[config.mk]
export PLATFORM = sky130hd
export DESIGN_NAME = conv_timing
export DESIGN_NICKNAME = d
export VERILOG_FILES = /design/src/core/conv_timing_pkg.sv /design/src/core/delay_line.sv /design/src/core/conv_timing.sv
export SDC_FILE = /design/constraint.sdc
export NUM_CORES = 1
export LEC_CHECK = 0
export BUFFER_PORTS_ARGS = -buffer_cell sky130_fd_sc_hd__buf_2
export CORE_ASPECT_RATIO = 2
export CORE_MARGIN = 2
export CORE_UTILIZATION = 59
export CTS_CLUSTER_SIZE = 10
export DETAILED_ROUTE_END_ITERATION = 8
export GPL_TIMING_DRIVEN = 0
export PLACE_DENSITY_LB_ADDON = 0.08
export SLEW_MARGIN = 20
export SYNTH_ARGS = -nofsm -noshare
export SYNTH_HDL_FRONTEND = slang
export SYNTH_HIERARCHICAL = 1
export SYNTH_SLANG_ARGS = --single-unit
[constraint.sdc]
create_clock -name mclk -period 5.4 [get_ports mclk]
set_input_delay 0.81 -clock mclk [delete_from_list [all_inputs] [get_ports mclk]]
set_output_delay 0.81 -clock mclk [all_outputs]
set_load 0.02 [all_outputs]
[src/core/conv_timing_pkg.sv]
// Package of constants and types for the converter core timing block.
package conv_timing_pkg;

  // ==========================================================================
  // Clock division
  // ==========================================================================
  localparam logic [1:0] DIV_BY_1 = 2'h0;
  localparam logic [1:0] DIV_BY_2 = 2'h1;
  localparam logic [1:0] DIV_BY_4 = 2'h2;
  localparam logic [1:0] DIV_RESET = DIV_BY_1;

  // ==========================================================================
  // Latencies and pulse widths in frame clock cycles
  // ==========================================================================
  localparam int CORE_LATENCY_FRAMES = 7;
  localparam int FLAG_ASSERT_FRAMES  = 8;
  localparam int FLAG_EXTRA_MAX      = 15;
  localparam int SYSREF_MIN_FRAMES   = 2;

  // ==========================================================================
  // Widths and reset values
  // ==========================================================================
  localparam int SAMPLE_W = 16;
  localparam logic [3:0] RELEASE_EXTRA_RESET = 4'h0;

  // Reference edge tracker states.
  typedef enum logic [1:0] {
    SR_LOW,
    SR_HIGH,
    SR_WAIT_LOW
  } sysref_state_type;

endpackage : conv_timing_pkg

[src/core/delay_line.sv]
// Fixed-length delay line advanced on the frame strobe.
`timescale 1ns/1ns
`default_nettype none
module delay_line #(
  parameter int WIDTH = 16,
  parameter int DEPTH = 7
) (
  input  wire logic             mclk,
  input  wire logic             rst_n,
  input  wire logic             adv,
  input  wire logic [WIDTH-1:0] din,
  output logic      [WIDTH-1:0] dout
);

  // A line with no stage cannot hold a sample at all.
  if (DEPTH < 1) begin : g_depth_check
    $error("DEPTH must be at least 1");
  end

  typedef struct packed {
    logic [DEPTH-1:0][WIDTH-1:0] stage;
  } dl_state_type;

  dl_state_type s_r;
  dl_state_type s_nxt;

  // ==========================================================================
  // Shift by one stage per frame.
  // ==========================================================================
  always_comb begin
    s_nxt = s_r;
    if (adv) begin
      for (int i = DEPTH - 1; i > 0; i--) begin
        s_nxt.stage[i] = s_r.stage[i-1];
      end
      s_nxt.stage[0] = din;
    end
  end

  // Reset clears every stage so stale data never leaves the line.
  always_ff @(posedge mclk or negedge rst_n) begin
    if (!rst_n) begin
      s_r <= '0;
    end else begin
      s_r <= s_nxt;
    end
  end

  assign dout = s_r.stage[DEPTH-1];

endmodule : delay_line
`default_nettype wire

[src/core/conv_timing.sv]
// Frame timing, over-range flag and reference pulse qualification.
`timescale 1ns/1ns
`default_nettype none
module conv_timing
  import conv_timing_pkg::*;
#(
  parameter int SAMPLE_WIDTH = conv_timing_pkg::SAMPLE_W
) (
  input  wire logic                    mclk,
  input  wire logic                    rst_n,
  input  wire logic                    clk_en,
  input  wire logic [1:0]              clock_divide_ratio,
  input  wire logic [SAMPLE_WIDTH-1:0] sample_in,
  input  wire logic                    sample_overrange,
  input  wire logic [3:0]              release_extra,
  input  wire logic                    pin_flag_mode,
  input  wire logic                    readback_data,
  input  wire logic                    readback_active,
  input  wire logic                    sysref,
  output logic                         frame_strobe,
  output logic [SAMPLE_WIDTH-1:0]      boundary_sample,
  output logic                         overrange_flag,
  output logic                         shared_readback_flag_pin_o,
  output logic                         shared_readback_flag_pin_oe_n,
  output logic                         sysref_event,
  output logic                         sysref_width_error
);
  import conv_timing_pkg::*;

  // A zero-width sample path cannot be built.
  if (SAMPLE_WIDTH < 1) begin : g_width_check
    $error("SAMPLE_WIDTH must be positive");
  end

  // Over-range history for the assertion delay, one bit per frame.
  localparam int OVR_HIST = FLAG_ASSERT_FRAMES;

  typedef struct packed {
    logic [2:0]          sr_sync;
    logic                sr_level;
    logic [1:0]          div_cnt;
    logic [1:0]          ratio;
    logic [OVR_HIST-1:0] ovr_hist;
    logic                flag;
    logic [4:0]          release_cnt;
    logic [3:0]          extra;
    sysref_state_type    sr_state;
    logic [1:0]          sr_frames;
    logic                sr_event;
    logic                sr_err;
    logic                pin_o;
    logic                pin_oe_n;
  } ct_state_type;

  ct_state_type s_r;
  ct_state_type s_nxt;
  logic [1:0]   rst_sync_r;
  logic         rst_int_n;
  logic         frame_tick;
  logic         ovr_late;

  // ==========================================================================
  // Reset release through two flops.
  // ==========================================================================
  // Kept apart from the state record: it is reset by the raw reset, and
  // the record is reset by its output.
  always_ff @(posedge mclk or negedge rst_n) begin
    if (!rst_n) begin
      rst_sync_r <= 2'h0;
    end else begin
      rst_sync_r <= {rst_sync_r[0], 1'b1};
    end
  end
  assign rst_int_n = rst_sync_r[1];

  // A frame ends on the last input clock of each divide period.
  always_comb begin
    case (s_r.ratio)
      DIV_BY_2: frame_tick = clk_en && (s_r.div_cnt == 2'h1);
      DIV_BY_4: frame_tick = clk_en && (s_r.div_cnt == 2'h3);
      default:  frame_tick = clk_en;
    endcase
  end

  assign ovr_late = s_r.ovr_hist[OVR_HIST-1];

  // ==========================================================================
  // Next-state logic for everything except the reset synchroniser.
  // ==========================================================================
  always_comb begin
    s_nxt = s_r;
    s_nxt.sr_event = 1'b0;
    if (clk_en) begin
      // Reference sampled every enabled input clock, ahead of the divider.
      s_nxt.sr_sync = {s_r.sr_sync[1:0], sysref};
      if (s_r.sr_sync[2] == s_r.sr_sync[1]) begin
        s_nxt.sr_level = s_r.sr_sync[2];
      end
      // Ratio changes only at a frame edge so no short frame is made.
      s_nxt.div_cnt = s_r.div_cnt + 2'h1;
      if (frame_tick) begin
        s_nxt.div_cnt = 2'h0;
        s_nxt.ratio = clock_divide_ratio;
      end
      // Each qualified rising edge is an event, with widths counted in frames.
      case (s_r.sr_state)
        SR_LOW: begin
          if (s_nxt.sr_level && !s_r.sr_level) begin
            s_nxt.sr_event = 1'b1;
            s_nxt.sr_state = SR_HIGH;
            s_nxt.sr_frames = 2'h0;
          end else if (s_r.sr_frames != 2'(SYSREF_MIN_FRAMES)
                       && frame_tick) begin
            s_nxt.sr_frames = s_r.sr_frames + 2'h1;
          end
        end
        SR_HIGH: begin
          if (!s_nxt.sr_level) begin
            // Short high pulse violates the source's obligation.
            if (s_r.sr_frames < 2'(SYSREF_MIN_FRAMES)) begin
              s_nxt.sr_err = 1'b1;
            end
            s_nxt.sr_state = SR_WAIT_LOW;
            s_nxt.sr_frames = 2'h0;
          end else if (frame_tick
                       && s_r.sr_frames != 2'(SYSREF_MIN_FRAMES)) begin
            s_nxt.sr_frames = s_r.sr_frames + 2'h1;
          end
        end
        SR_WAIT_LOW: begin
          // The low phase is timed here until two frames have passed.
          if (s_nxt.sr_level) begin
            if (s_r.sr_frames < 2'(SYSREF_MIN_FRAMES)) begin
              s_nxt.sr_err = 1'b1;
            end
            s_nxt.sr_event = 1'b1;
            s_nxt.sr_state = SR_HIGH;
            s_nxt.sr_frames = 2'h0;
          end else if (s_r.sr_frames == 2'(SYSREF_MIN_FRAMES)) begin
            s_nxt.sr_state = SR_LOW;
          end else if (frame_tick) begin
            s_nxt.sr_frames = s_r.sr_frames + 2'h1;
          end
        end
        default: s_nxt.sr_state = SR_LOW;
      endcase
      if (frame_tick) begin
        // One flag history entry per frame gives the fixed rise delay.
        s_nxt.ovr_hist = {s_r.ovr_hist[OVR_HIST-2:0], sample_overrange};
        s_nxt.extra = release_extra;
        if (ovr_late) begin
          s_nxt.flag = 1'b1;
          // Countdown reloads on every over-range sample.
          s_nxt.release_cnt = 5'(s_r.extra) + 5'h1;
        end else if (s_r.release_cnt != 5'h0) begin
          s_nxt.release_cnt = s_r.release_cnt - 5'h1;
          if (s_r.release_cnt == 5'h1) begin
            s_nxt.flag = 1'b0;
          end
        end
      end
      // Shared pin carries the flag in flag mode, else readback data.
      if (pin_flag_mode) begin
        s_nxt.pin_o = s_nxt.flag;
        s_nxt.pin_oe_n = 1'b0;
      end else begin
        s_nxt.pin_o = readback_data;
        s_nxt.pin_oe_n = !readback_active;
      end
    end
  end

  // Main state register; the reset synchroniser bits are held elsewhere.
  always_ff @(posedge mclk or negedge rst_int_n) begin
    if (!rst_int_n) begin
      s_r.sr_sync     <= 3'h0;
      s_r.sr_level    <= 1'b0;
      s_r.div_cnt     <= 2'h0;
      s_r.ratio       <= DIV_RESET;
      s_r.ovr_hist    <= '0;
      s_r.flag        <= 1'b0;
      s_r.release_cnt <= 5'h0;
      s_r.extra       <= RELEASE_EXTRA_RESET;
      s_r.sr_state    <= SR_LOW;
      s_r.sr_frames   <= 2'(SYSREF_MIN_FRAMES);
      s_r.sr_event    <= 1'b0;
      s_r.sr_err      <= 1'b0;
      s_r.pin_o       <= 1'b0;
      s_r.pin_oe_n    <= 1'b1;
    end else begin
      s_r.sr_sync     <= s_nxt.sr_sync;
      s_r.sr_level    <= s_nxt.sr_level;
      s_r.div_cnt     <= s_nxt.div_cnt;
      s_r.ratio       <= s_nxt.ratio;
      s_r.ovr_hist    <= s_nxt.ovr_hist;
      s_r.flag        <= s_nxt.flag;
      s_r.release_cnt <= s_nxt.release_cnt;
      s_r.extra       <= s_nxt.extra;
      s_r.sr_state    <= s_nxt.sr_state;
      s_r.sr_frames   <= s_nxt.sr_frames;
      s_r.sr_event    <= s_nxt.sr_event;
      s_r.sr_err      <= s_nxt.sr_err;
      s_r.pin_o       <= s_nxt.pin_o;
      s_r.pin_oe_n    <= s_nxt.pin_oe_n;
    end
  end

  // ==========================================================================
  // Sample pipeline to the multiframe boundary, one stage per frame.
  // ==========================================================================
  delay_line #(
    .WIDTH (SAMPLE_WIDTH),
    .DEPTH (CORE_LATENCY_FRAMES)
  ) u_core_latency (
    .mclk  (mclk),
    .rst_n (rst_int_n),
    .adv   (frame_tick),
    .din   (sample_in),
    .dout  (boundary_sample)
  );

  assign frame_strobe = frame_tick;
  assign overrange_flag = s_r.flag;
  assign shared_readback_flag_pin_o = s_r.pin_o;
  assign shared_readback_flag_pin_oe_n = s_r.pin_oe_n;
  assign sysref_event = s_r.sr_event;
  assign sysref_width_error = s_r.sr_err;

endmodule : conv_timing
`default_nettype wire

Word-level counts from Yosys, hierarchy flattened
Index checks and enable logic that the tools add are counted.

word-level totals
  register bits after elaboration = 148
  input port bits = 30
  output and inout port bits = 22
  word-level logic and storage cells = 86

operators by class
  add/subtract/negate cells = 4
  $lt $le $gt $ge = 1
  equality and inequality tests = 16
  multiplexer cells = 27
  reduce and logical (&&, ||, !) cells = 16

operators by type and width
  kind                 number
  $mux 2               10
  $mux 4               3
  $mux 6               2
  $pmux 2 s3           2
  $reduce_and 4->1     3
  $mux 10              1
  $ne 3x2->1 const B   3
  $eq 2x2->1 const B   4
  $eq 2x1->1 const B   3
  $mux 1               6
  $ne 2x2->1 const B   3
  $pmux 1 s2           3
  $add 4x1->5 const B  1
  $eq 5x1->1 const B   1
  $reduce_bool 5->1    1
  $sub 5x1->5 const B  1
  $add 2x1->2 const B  2
  $logic_and 1x1->1    4
  $reduce_bool 2->1    2
  $reduce_and 3->1     1
  $reduce_bool 3->1    1
  $logic_not 1->1      2
  $logic_not 2->1      1
  $lt 2x2->1 const B   1
  other kinds (3)      3

Longest topological paths before layout
Gate-level depths: netlist of the first run.

  depth after elaboration = 7
  depth in mapped cells = 9
  depth with buffers taken out = 7

By module
Netlist of the first run, hierarchy kept.

by module, submodules not included
  module       instances  cells an instance  area each (µm²)  seq. area each (µm²)
  delay_line   1          252                4296.6           2802.7
  conv_timing  1          190                1845.5           903.4

Worst setup path after synthesis of the first run
OpenSTA, ideal clock, no wires.

  path kind = input port to flip-flop
  start = input port clk_en
  end = register u_core_latency/s_r[0] in the netlist's numbering
  arrival = 2.356 ns
  data required time = 5.275 ns
  slack = 2.919 ns
  stages = 8
  cells stage by stage = buf_2 > nand2_1 > o21a_1 > inv_2 > buf_2 > buf_4 > buf_6 > mux2_2

on the way
  word-level cells in the longest chain between the ends = 2
  elaborated cells between the ends (all ways) = 3
  classes of those cells = mux (1); reduce/logical (2)

RTL lines
  item                                         line                                  text
  start: declaration                           conv_timing.sv:11                     input wire logic clk_en,
  $logic_and 1x1->1, on equally long branches  conv_timing.sv:80, conv_timing.sv:79
  $pmux 1 s2 *                                 conv_timing.sv:78                     case (s_r.ratio)
  named net frame_strobe                       conv_timing.sv:20                     output logic frame_strobe,
  end signal: assignment                       delay_line.sv:45                      s_r <= s_nxt;
  end: declaration                             delay_line.sv:24                      dl_state_type s_r;

Mark *: on every way through the listed nets, which the timed path passes. The rest lies on a longest branch.
A chain may end at the register's enable or synchronous reset.

==> out/results.tsv, run 1 <==
metric	value	unit
Max Cap Violations	0	
Avg WL per Cell	15.2	um
most common cell after layout, fill and taps aside	dfrtp_1	
register area share after synthesis	60.3	%
CP Max Fanout	14	
unrepaired setup endpoints after global routing	no	
die area	11300	um^2
dominant synthesized flop cell	dfrtp_1	
Slew Limit Fails	0	
clk sinks	148	
H-tree lvl count	4	
Unique masters post-synth	48	
Placer Congestion	0.746	
Slew @ Worst Pin	0.518	ns
final setup vio count	0	
I/O Pins	52	
flop-to-flop setup slack	3.02	ns
Starting Density	60.5	%
worst path bufs/invs	3	
Slew HR	65.5	%
root buf cell	clkbuf_16	
drt drc	0	
Net Count, Synth	482	
Post-Synthesis Cells	442	
Setup crit end kind	output port	
fin crit share	53.5	%
HPWL Detailed	7.04	mm
Peak Freq	346	MHz
Die H	148	um
status	finished clean	
Yosys reg bits	148	
Top delay family on crit path	buffers and inverters	
Most common cell on crit path	buf_2	
DR vias	3524	
final cell count without fillers	661	
Fin Hold WS	0.167	ns
leakage	3.37	nW
TritonCTS Buffers	17	
Ys Warns	6	
Max clock buf depth	2	
pwr dens	715	nW/um^2
Clock transition at path regs	0.06	ns
Layout Utilization	72.2	%
gr usage total	20.2	%
postcts setup bufs	0	
Die X	76.1	um
vias in the first global route	3772	
CTS tree	yes	
final antenna-violating net count	0	
initial drt markers	176	
Final Hold Viols	0	
commonest cells after routing, fill and taps aside	dfrtp_1, mux2_2, buf_2	
CP max-delay cell	dfrtp_1	
IO buf count	50	
Avg Vias per Cell	5.33	
arrival time worst endpoint	2.08	ns
Critical Path RT	4.59	ns
setup_tns	0	ns
startpoint types	register	
VDD IR max	0.470	mV
initial antenna violation count	0	
routed wire length	10.1	mm
Max stage delay on crit path	0.39	ns
Nets	553	
worst path cell trace	ha_1 > xor2_1 > o21a_1 > inv_2 > buf_2 > buf_2	
Final min period	2.89	ns
Worst-Skew Late Latency	0.41	ns
# diodes	0	
number of synthesized flops with an enable pin	0	
total iterations of the first detailed-routing run	4	
async set or reset register ratio after synthesis	100	%
first-pass GRT wire length	17.9	mm
post_cts resized	0	
Site Rows	52	
Core Box Area	10100	um^2
GR Overflow Total	0	
Mapped Area	6140	um^2
pin count of the biggest net entering global routing	60	
fin area	7330	um^2
Area Growth Syn to Fin	19.3	%
share of post-route cells with drive strength above 1	46.2	%
Post-DP Area	6620	um^2
Layout fillers	702	
synthesized area per cell	13.9	um^2
Hold/Removal Path Class	primary input to asynchronous set/reset pin	
CTS Hold Bufs	0	
Crit Path Category	register to output port	
Max Clock Skew	0.00838	ns
Placed Cells	629	
==> cell usage after synthesis, types with 3 or more instances <==
| cell | instances | area, um^2 |
|---|---|---|
| dfrtp_1 | 146 | 3650 |
| nor2b_1 | 3 | 18.8 |
| buf_6 | 8 | 90.1 |
| ha_1 | 10 | 125 |
| mux2_2 | 116 | 1310 |
| nand2_1 | 50 | 188 |
| o21ai_1 | 4 | 20.0 |
| o221ai_1 | 4 | 35.0 |
| a21oi_1 | 7 | 35.0 |
| buf_4 | 18 | 135 |
| xor2_1 | 3 | 26.3 |
| nor2_1 | 8 | 30.0 |
| inv_1 | 8 | 30.0 |
| buf_2 | 6 | 30.0 |
| o22ai_1 | 4 | 25.0 |
| nand2b_1 | 4 | 25.0 |
==> cell families (layout without fill, tap and decap cells) <==
family                     after synthesis  after routing  synth area share, %
AOI/OAI and AO/OA                       33             33                 3.75
xor gates and xnor gates                 4              4                0.570
adders and majority gates               11             11                 2.22
buffers and inverters                   44            128                 4.89
DFF                                    148            148                 60.3
muxes                                  119            119                 21.8
other                                    1              1               0.0611
and+or+nand+nor                         82             82                 6.38
==> area by class of cell <==
type | count | area, um^2 | area share [%]
Sequential cell | 148 | 3710 | 50.6
Inverter | 9 | 33.8 | 0.461
Clock buffer | 19 | 453 | 6.18
Multi-Input combinational cell | 250 | 2140 | 29.2
Clock inverter | 13 | 253 | 3.45
Buffer | 35 | 267 | 3.64
Tap cell | 135 | 169 | 2.31
Timing Repair Buffer | 52 | 305 | 4.17
==> sequential cells by signal, indices dropped and copies added (netlist names), 2 cells and up <==
| signal | cells |
|---|---|
| rst_sync_r | 2 |
| u_core_latency/s_r | 96 |
| s_r | 28 |
| u_core_latency/dout | 16 |
==> metal layers <==
metal | global-route usage [%] | routed length [um]
met5 | 0 | 0
met2 | 37.6 | 5730
met3 | 4.49 | 329
met4 | 8.73 | 238
met1 | 21.7 | 3780
==> stage by stage <==
step / setup WS [ns] / power (W)
after floorplan: 0.975 / 0.00345
after global placement: -0.378 / 0.00378
after detailed placement: 2.53 / 0.00390
after CTS: 2.46 / 0.00532
after global routing: 2.37 / 0.00558
final: 2.51 / 0.00524
==> final timing paths <==
path,end,startpoint,depth (start not counted)
worst max-delay path,frame_strobe,s_r[27]$_DFFE_PN0P_,6
worst min-delay path,rst_sync_r[1]$_DFF_PN0_,rst_n,1
worst max register to register,u_core_latency/s_r[32]$_DFFE_PN0P_,s_r[27]$_DFFE_PN0P_,8
worst min register to register,u_core_latency/s_r[76]$_DFFE_PN0P_,rst_sync_r[1]$_DFF_PN0_,0
max in group asynchronous,s_r[5]$_DFFE_PN1P_,rst_sync_r[1]$_DFF_PN0_,2
min in group mclk,rst_sync_r[1]$_DFF_PN0_,rst_sync_r[0]$_DFF_PN0_,0
==> power breakdown <==
group	internal [W]	switching (W)
Sequential	0.00166	0.000299
Combinational	0.00107	0.000836
Clock	0.000937	0.000436
Note: power is estimated with default switching activity, not from simulation.
==> run 2: changes to the inputs <==
- clock period: 5.4 -> 3 ns (I/O delays scaled with it)
==> out/results.tsv, run 2 (same netlist as run 1, synthesis figures left out) <==
metric	value	unit	change
R2R Path Start	s_r[27]$_DFFE_PN0P_		unchanged
clk sinks	148		unchanged
Worst-Skew Late Latency	0.40	ns	was 0.41 ns
die area	11300	um^2	unchanged
final antenna-violating net count	0		unchanged
Area Growth Syn to Fin	17.2	%	was 19.3%
reg2reg path depth	8		unchanged
DR vias	3476		was 3524
total iterations of the first detailed-routing run	4		unchanged
root buf cell	clkbuf_16		unchanged
unrepaired setup endpoints after global routing	no		unchanged
commonest cells after routing, fill and taps aside	dfrtp_1, mux2_2, buf_2		unchanged
final setup vio count	0		unchanged
pwr dens	1250	nW/um^2	was 715 nW/um^2
GR Overflow Total	0		unchanged
Avg Vias per Cell	5.25		was 5.33
TritonCTS Buffers	17		unchanged
Worst Hold Path EP	s_r[9]$_DFFE_PN0P_		
HPWL Detailed	6.93	mm	was 7.04 mm
routed wire length	10.1	mm	about the same
startpoint types	register		unchanged
Max Cap Violations	0		unchanged
arrival time worst endpoint	2.08	ns	about the same
share of post-route cells with drive strength above 1	44.6	%	was 46.2%
Placed Cells	629		unchanged
Max clock buf depth	2		unchanged
met1 WL	3.89	mm	was 3.78 mm
H-tree lvl count	4		unchanged
Max Clock Skew	0.00688	ns	was 0.00838 ns
CP Max Fanout	14		unchanged
Final Hold Viols	0		unchanged
Die X	76.1	um	unchanged
routed length on met2	5.77	mm	was 5.73 mm
# diodes	0		unchanged
Die H	148	um	unchanged
pin count of the biggest net entering global routing	62		was 60
Nets	554		was 553
R2R Path End	u_core_latency/s_r[32]$_DFFE_PN0P_		unchanged
final cell count without fillers	662		was 661
vias in the first global route	3688		was 3772
postcts setup bufs	0		unchanged
IO buf count	50		unchanged
pre-CTS setup slack	0.588	ns	was 2.53 ns
drt drc	0		unchanged
Critical Path RT	2.55	ns	was 4.59 ns
I/O Pins	52		unchanged
status	finished clean		unchanged
Clock transition at path regs	0.06	ns	about the same
setup_tns	0	ns	unchanged
first-pass GRT wire length	17.2	mm	was 17.9 mm
Crit Path Category	register to output port		unchanged
Hold/Removal Path Class	primary input to register		was primary input to asynchronous set/reset pin
Placer Congestion	0.777		was 0.746
cell count of the worst hold path	3		
Starting Density	60.5	%	unchanged
initial antenna violation count	0		unchanged
Peak Freq	396	MHz	
min-delay src	release_extra[1]		
gr usage total	19.4	%	was 20.2%
Final min period	2.53	ns	
flop-to-flop setup slack	0.62	ns	was 3.02 ns
leakage	3.31	nW	was 3.37 nW
most common cell after layout, fill and taps aside	dfrtp_1		unchanged
Reg with most FFs	u_core_latency/s_r		unchanged
fin crit share	84.2	%	
Slew Limit Fails	0		unchanged
Core Box Area	10100	um^2	unchanged
Site Rows	52		unchanged
length of routed met3 wiring	273	um	was 329 um
initial drt markers	144		was 176
Setup crit end kind	output port		unchanged
max reg flops	96		unchanged
VDD IR max	0.742	mV	was 0.470 mV
CTS tree	yes		unchanged
Avg WL per Cell	15.2	um	about the same
Final Worst Setup Slack	0.475	ns	was 2.51 ns
Top Layer Used	met4		unchanged
[run 2: cell types whose count changed in the layout (fill, tap and decap cells not counted), sizes merged]
| cell | previous run | this run |
|---|---|---|
| clkbuf | 21 | 30 |
| clkinv | 4 | 1 |
| bufinv | 7 | 2 |
| dlygate4sd3 | 0 | 1 |
| clkinvlp | 2 | 1 |
[run 2: area by class of cell]
class	count	area [um^2]
Clock inverter	4	72.6
Fill cell	718	2950
Inverter	9	33.8
Clock buffer	28	497
Timing Repair Buffer	53	315
Sequential cell	148	3710
Buffer	35	267
Tap cell	135	169
Multi-Input combinational cell	250	2140
[run 2: stage by stage]
stage                     hold slack [ns]  total power (W)  util, %  instance area, um^2
after CTS                           0.221          0.00910     70.9                 7200
after global placement              0.235          0.00680     64.7                 6560
final                               0.236          0.00897     70.9                 7200
after global routing                0.237          0.00954     70.9                 7200
after floorplan                     0.154          0.00621        -                 6140
after detailed placement            0.242          0.00699     65.2                 6620
[run 2: worst max path at each step]
stage	from	to	slack (ns)	cells past startpoint
final	s_r[27]$_DFFE_PN0P_	frame_strobe	0.47	6
after global routing	s_r[26]$_DFFE_PN0P_	frame_strobe	0.36	7
after CTS	s_r[27]$_DFFE_PN0P_	frame_strobe	0.45	6
after detailed placement	clk_en	u_core_latency/s_r[66]$_DFFE_PN0P_	0.59	8
after global placement	rst_sync_r[1]$_DFF_PN0_	s_r[6]$_DFFE_PN0P_	-0.19	0
after floorplan	rst_sync_r[1]$_DFF_PN0_	overrange_flag$_DFFE_PN0P_	0.55	0
[run 2: worst max-delay path, cell delays in order, from the launching register on]
cell	delay, ns
dfrtp_1	0.38
ha_1	0.19
xor2_1	0.15
o21a_1	0.26
inv_2	0.16
buf_2	0.30
buf_2	0.22
[run 2: where the power goes]
group / leakage (nW) / internal, W / switching, W / total (W)
Clock: 0.273 / 0.00129 / 0.000732 / 0.00202
Sequential: 1.77 / 0.00300 / 0.000527 / 0.00352
Combinational: 1.27 / 0.00192 / 0.00150 / 0.00342
Total: 3.31 / 0.00621 / 0.00276 / 0.00897
[run 2: metal layers]
metal  up-vias  global-route usage [%]
met5         -                       0
met4         0                    7.45
met3        10                    4.37
met2        57                    36.4
met1      1759                    21.2
li1       1650                       -
[run 2: what timing repair did]
action	CTS	global route
hold buffers	1	0
endpoints found under the hold margin	2	0
resized for setup	0	0
==> run 3: changes to the inputs <==
- CORE_UTILIZATION: 59 -> 53
- clock period: 3 -> 2.1 ns (I/O delays scaled with it)
==> out/results.tsv, run 3 (same netlist as run 1, synthesis figures left out) <==
metric	value	unit	change
Comb power frac	38.5	%	was 38.1%
Final Hold Viols	0		unchanged
Crit Path Category	register to output port		unchanged
Slew @ Worst Pin	0.607	ns	
Reg with most FFs	u_core_latency/s_r		unchanged
Max Cap Violations	0		unchanged
Worst-Skew Late Latency	0.41	ns	was 0.40 ns
root buf cell	clkbuf_16		unchanged
FF/Latch Area	3710	um^2	unchanged
GR Overflow Total	0		unchanged
die area	12500	um^2	was 11300 um^2
Layout Utilization	64.4	%	was 70.9%
routed wire length	10.1	mm	about the same
max reg flops	96		unchanged
gr usage total	18.0	%	was 19.4%
I/O Pins	52		unchanged
Critical Path Source	s_r[27]$_DFFE_PN0P_		unchanged
unrepaired setup endpoints after global routing	no		unchanged
Seq pwr share	38.8	%	was 39.3%
Post-DP Area	6620	um^2	about the same
initial drt markers	135		was 144
Area Growth Syn to Fin	18.3	%	was 17.2%
Setup crit end kind	output port		unchanged
commonest cells after routing, fill and taps aside	dfrtp_1, mux2_2, buf_2		unchanged
met3 Track Usage GR	4.15	%	was 4.37%
fin area	7260	um^2	was 7200 um^2
arrival time worst endpoint	1.69	ns	was 2.08 ns
most common cell after layout, fill and taps aside	dfrtp_1		unchanged
TritonCTS Buffers	17		unchanged
vias in the first global route	3637		was 3688
Nets	556		was 554
GR Util met2	32.1	%	was 36.4%
NetSw	0.00403	W	was 0.00276 W
drt drc	0		unchanged
global route hottest layer	met2		unchanged
fin crit share	95.7	%	
first-pass GRT wire length	17.3	mm	was 17.2 mm
Slew Limit Fails	0		unchanged
Power Internal	0.00893	W	was 0.00621 W
CTS tree	yes		unchanged
Final Worst Setup Slack	0.0902	ns	was 0.475 ns
end point of the critical path	frame_strobe		unchanged
Die X	80.1	um	was 76.1 um
Max Clock Skew	0.00727	ns	was 0.00688 ns
GR Util met1	20.4	%	was 21.2%
Placer Congestion	0.693		was 0.777
leakage	3.32	nW	was 3.31 nW
Fin Hold WS	0.0946	ns	was 0.236 ns
Layout fillers	882		was 718
pre-CTS setup slack	-0.200	ns	was 0.588 ns
H-tree lvl count	4		unchanged
HPWL Detailed	7.16	mm	was 6.93 mm
Peak Freq	498	MHz	
pin count of the biggest net entering global routing	62		unchanged
CP Max Fanout	14		unchanged
DR vias	3467		was 3476
Avg WL per Cell	15.1	um	was 15.2 um
Starting Density	54.4	%	was 60.5%
Max clock buf depth	2		unchanged
initial antenna violation count	0		unchanged
startpoint types	register		unchanged
Core Box Area	11300	um^2	was 10100 um^2
R2R Path End	u_core_latency/s_r[26]$_DFFE_PN0P_		was u_core_latency/s_r[32]$_DFFE_PN0P_
clk sinks	148		unchanged
Final min period	2.01	ns	
Critical Path RT	1.78	ns	was 2.55 ns
share of post-route cells with drive strength above 1	46.3	%	was 44.6%
# diodes	0		unchanged
Clock transition at path regs	0.06	ns	about the same
Site Rows	55		was 52
R2R Path Start	s_r[27]$_DFFE_PN0P_		unchanged
total iterations of the first detailed-routing run	4		unchanged
pwr dens	1780	nW/um^2	was 1250 nW/um^2
Die H	156	um	was 148 um
clock share of power	22.7	%	was 22.6%
Switching Fraction	31.1	%	was 30.7%
IO buf count	50		unchanged
Avg Vias per Cell	5.17		was 5.25
Slew HR	59.5	%	
final antenna-violating net count	0		unchanged
VDD IR max	1.10	mV	was 0.742 mV
reg2reg path depth	8		unchanged
status	finished clean		unchanged
final setup vio count	0		unchanged
multi-input logic area	2140	um^2	about the same
flop-to-flop setup slack	0.12	ns	was 0.62 ns
Hold/Removal Path Class	primary input to register		unchanged
run 3: cell types whose count changed in the layout (fill, tap and decap cells not counted), sizes merged:
cell,previous run,this run
clkbuf,30,22
clkinvlp,1,7
buf,85,87
clkinv,1,3
run 3: per-stage QoR:
step           power, W  setup TNS (ns)  instances
6_report         0.0130               0        671
5_1_grt          0.0138               0        671
4_1_cts          0.0131               0        670
3_5_place_dp     0.0100          -15.54        636
3_3_place_gp    0.00977          -14.41        634
2_1_floorplan   0.00889               0        442
run 3: repair_timing:
action | CTS | global route
buffers inserted | 1 | 1
endpoints found under the hold margin | 2 | 0
hold buffers | 1 | 0
gates cloned | 0 | 0
pin swaps | 1 | 1
endpoints found under the setup margin | 113 | 81
gates resized for setup | 5 | 3
run 3: worst min-delay path by stage:
stage                                start                       to  slack, ns  depth (start not counted)
after floorplan                      rst_n  rst_sync_r[0]$_DFF_PN0_       0.02                          0
final                     release_extra[3]      s_r[11]$_DFFE_PN0P_       0.09                          3
after global routing      release_extra[3]      s_r[11]$_DFFE_PN0P_       0.08                          3
after global placement               rst_n  rst_sync_r[0]$_DFF_PN0_       0.10                          1
after detailed placement             rst_n  rst_sync_r[0]$_DFF_PN0_       0.10                          1
after CTS                 release_extra[3]      s_r[11]$_DFFE_PN0P_       0.08                          3
run 3: metal layers:
layer / up-vias / wire length, um
met5: - / 0
li1: 1662 / -
met4: 0 / 133
met1: 1739 / 4010
met2: 56 / 5680
met3: 10 / 318
run 3: cell type report:
type                    count  area share, %
repair buffers             55           4.53
clock buffers              20           6.29
inverters                   9          0.500
plain buffers              35           3.93
clock inverters            12           1.81
flip-flops and latches    148           51.1
well taps                 142           2.45
multi-input cells         250           29.4
run 3: power by group through the flow:
stage	combinational [W]	clock, W	sequential, W
2_1_floorplan	0.00402	0	0.00487
6_report	0.00499	0.00294	0.00503
4_1_cts	0.00504	0.00302	0.00505
3_3_place_gp	0.00473	0	0.00504
3_5_place_dp	0.00495	0	0.00509
5_1_grt	0.00546	0.00316	0.00522
run 3: worst max-delay path: stages (launching register included):
cell and delay (ns):
dfrtp_1 0.38, ha_1 0.19, xor2_1 0.16, o21a_2 0.24, inv_4 0.06, buf_12 0.13, buf_6 0.12
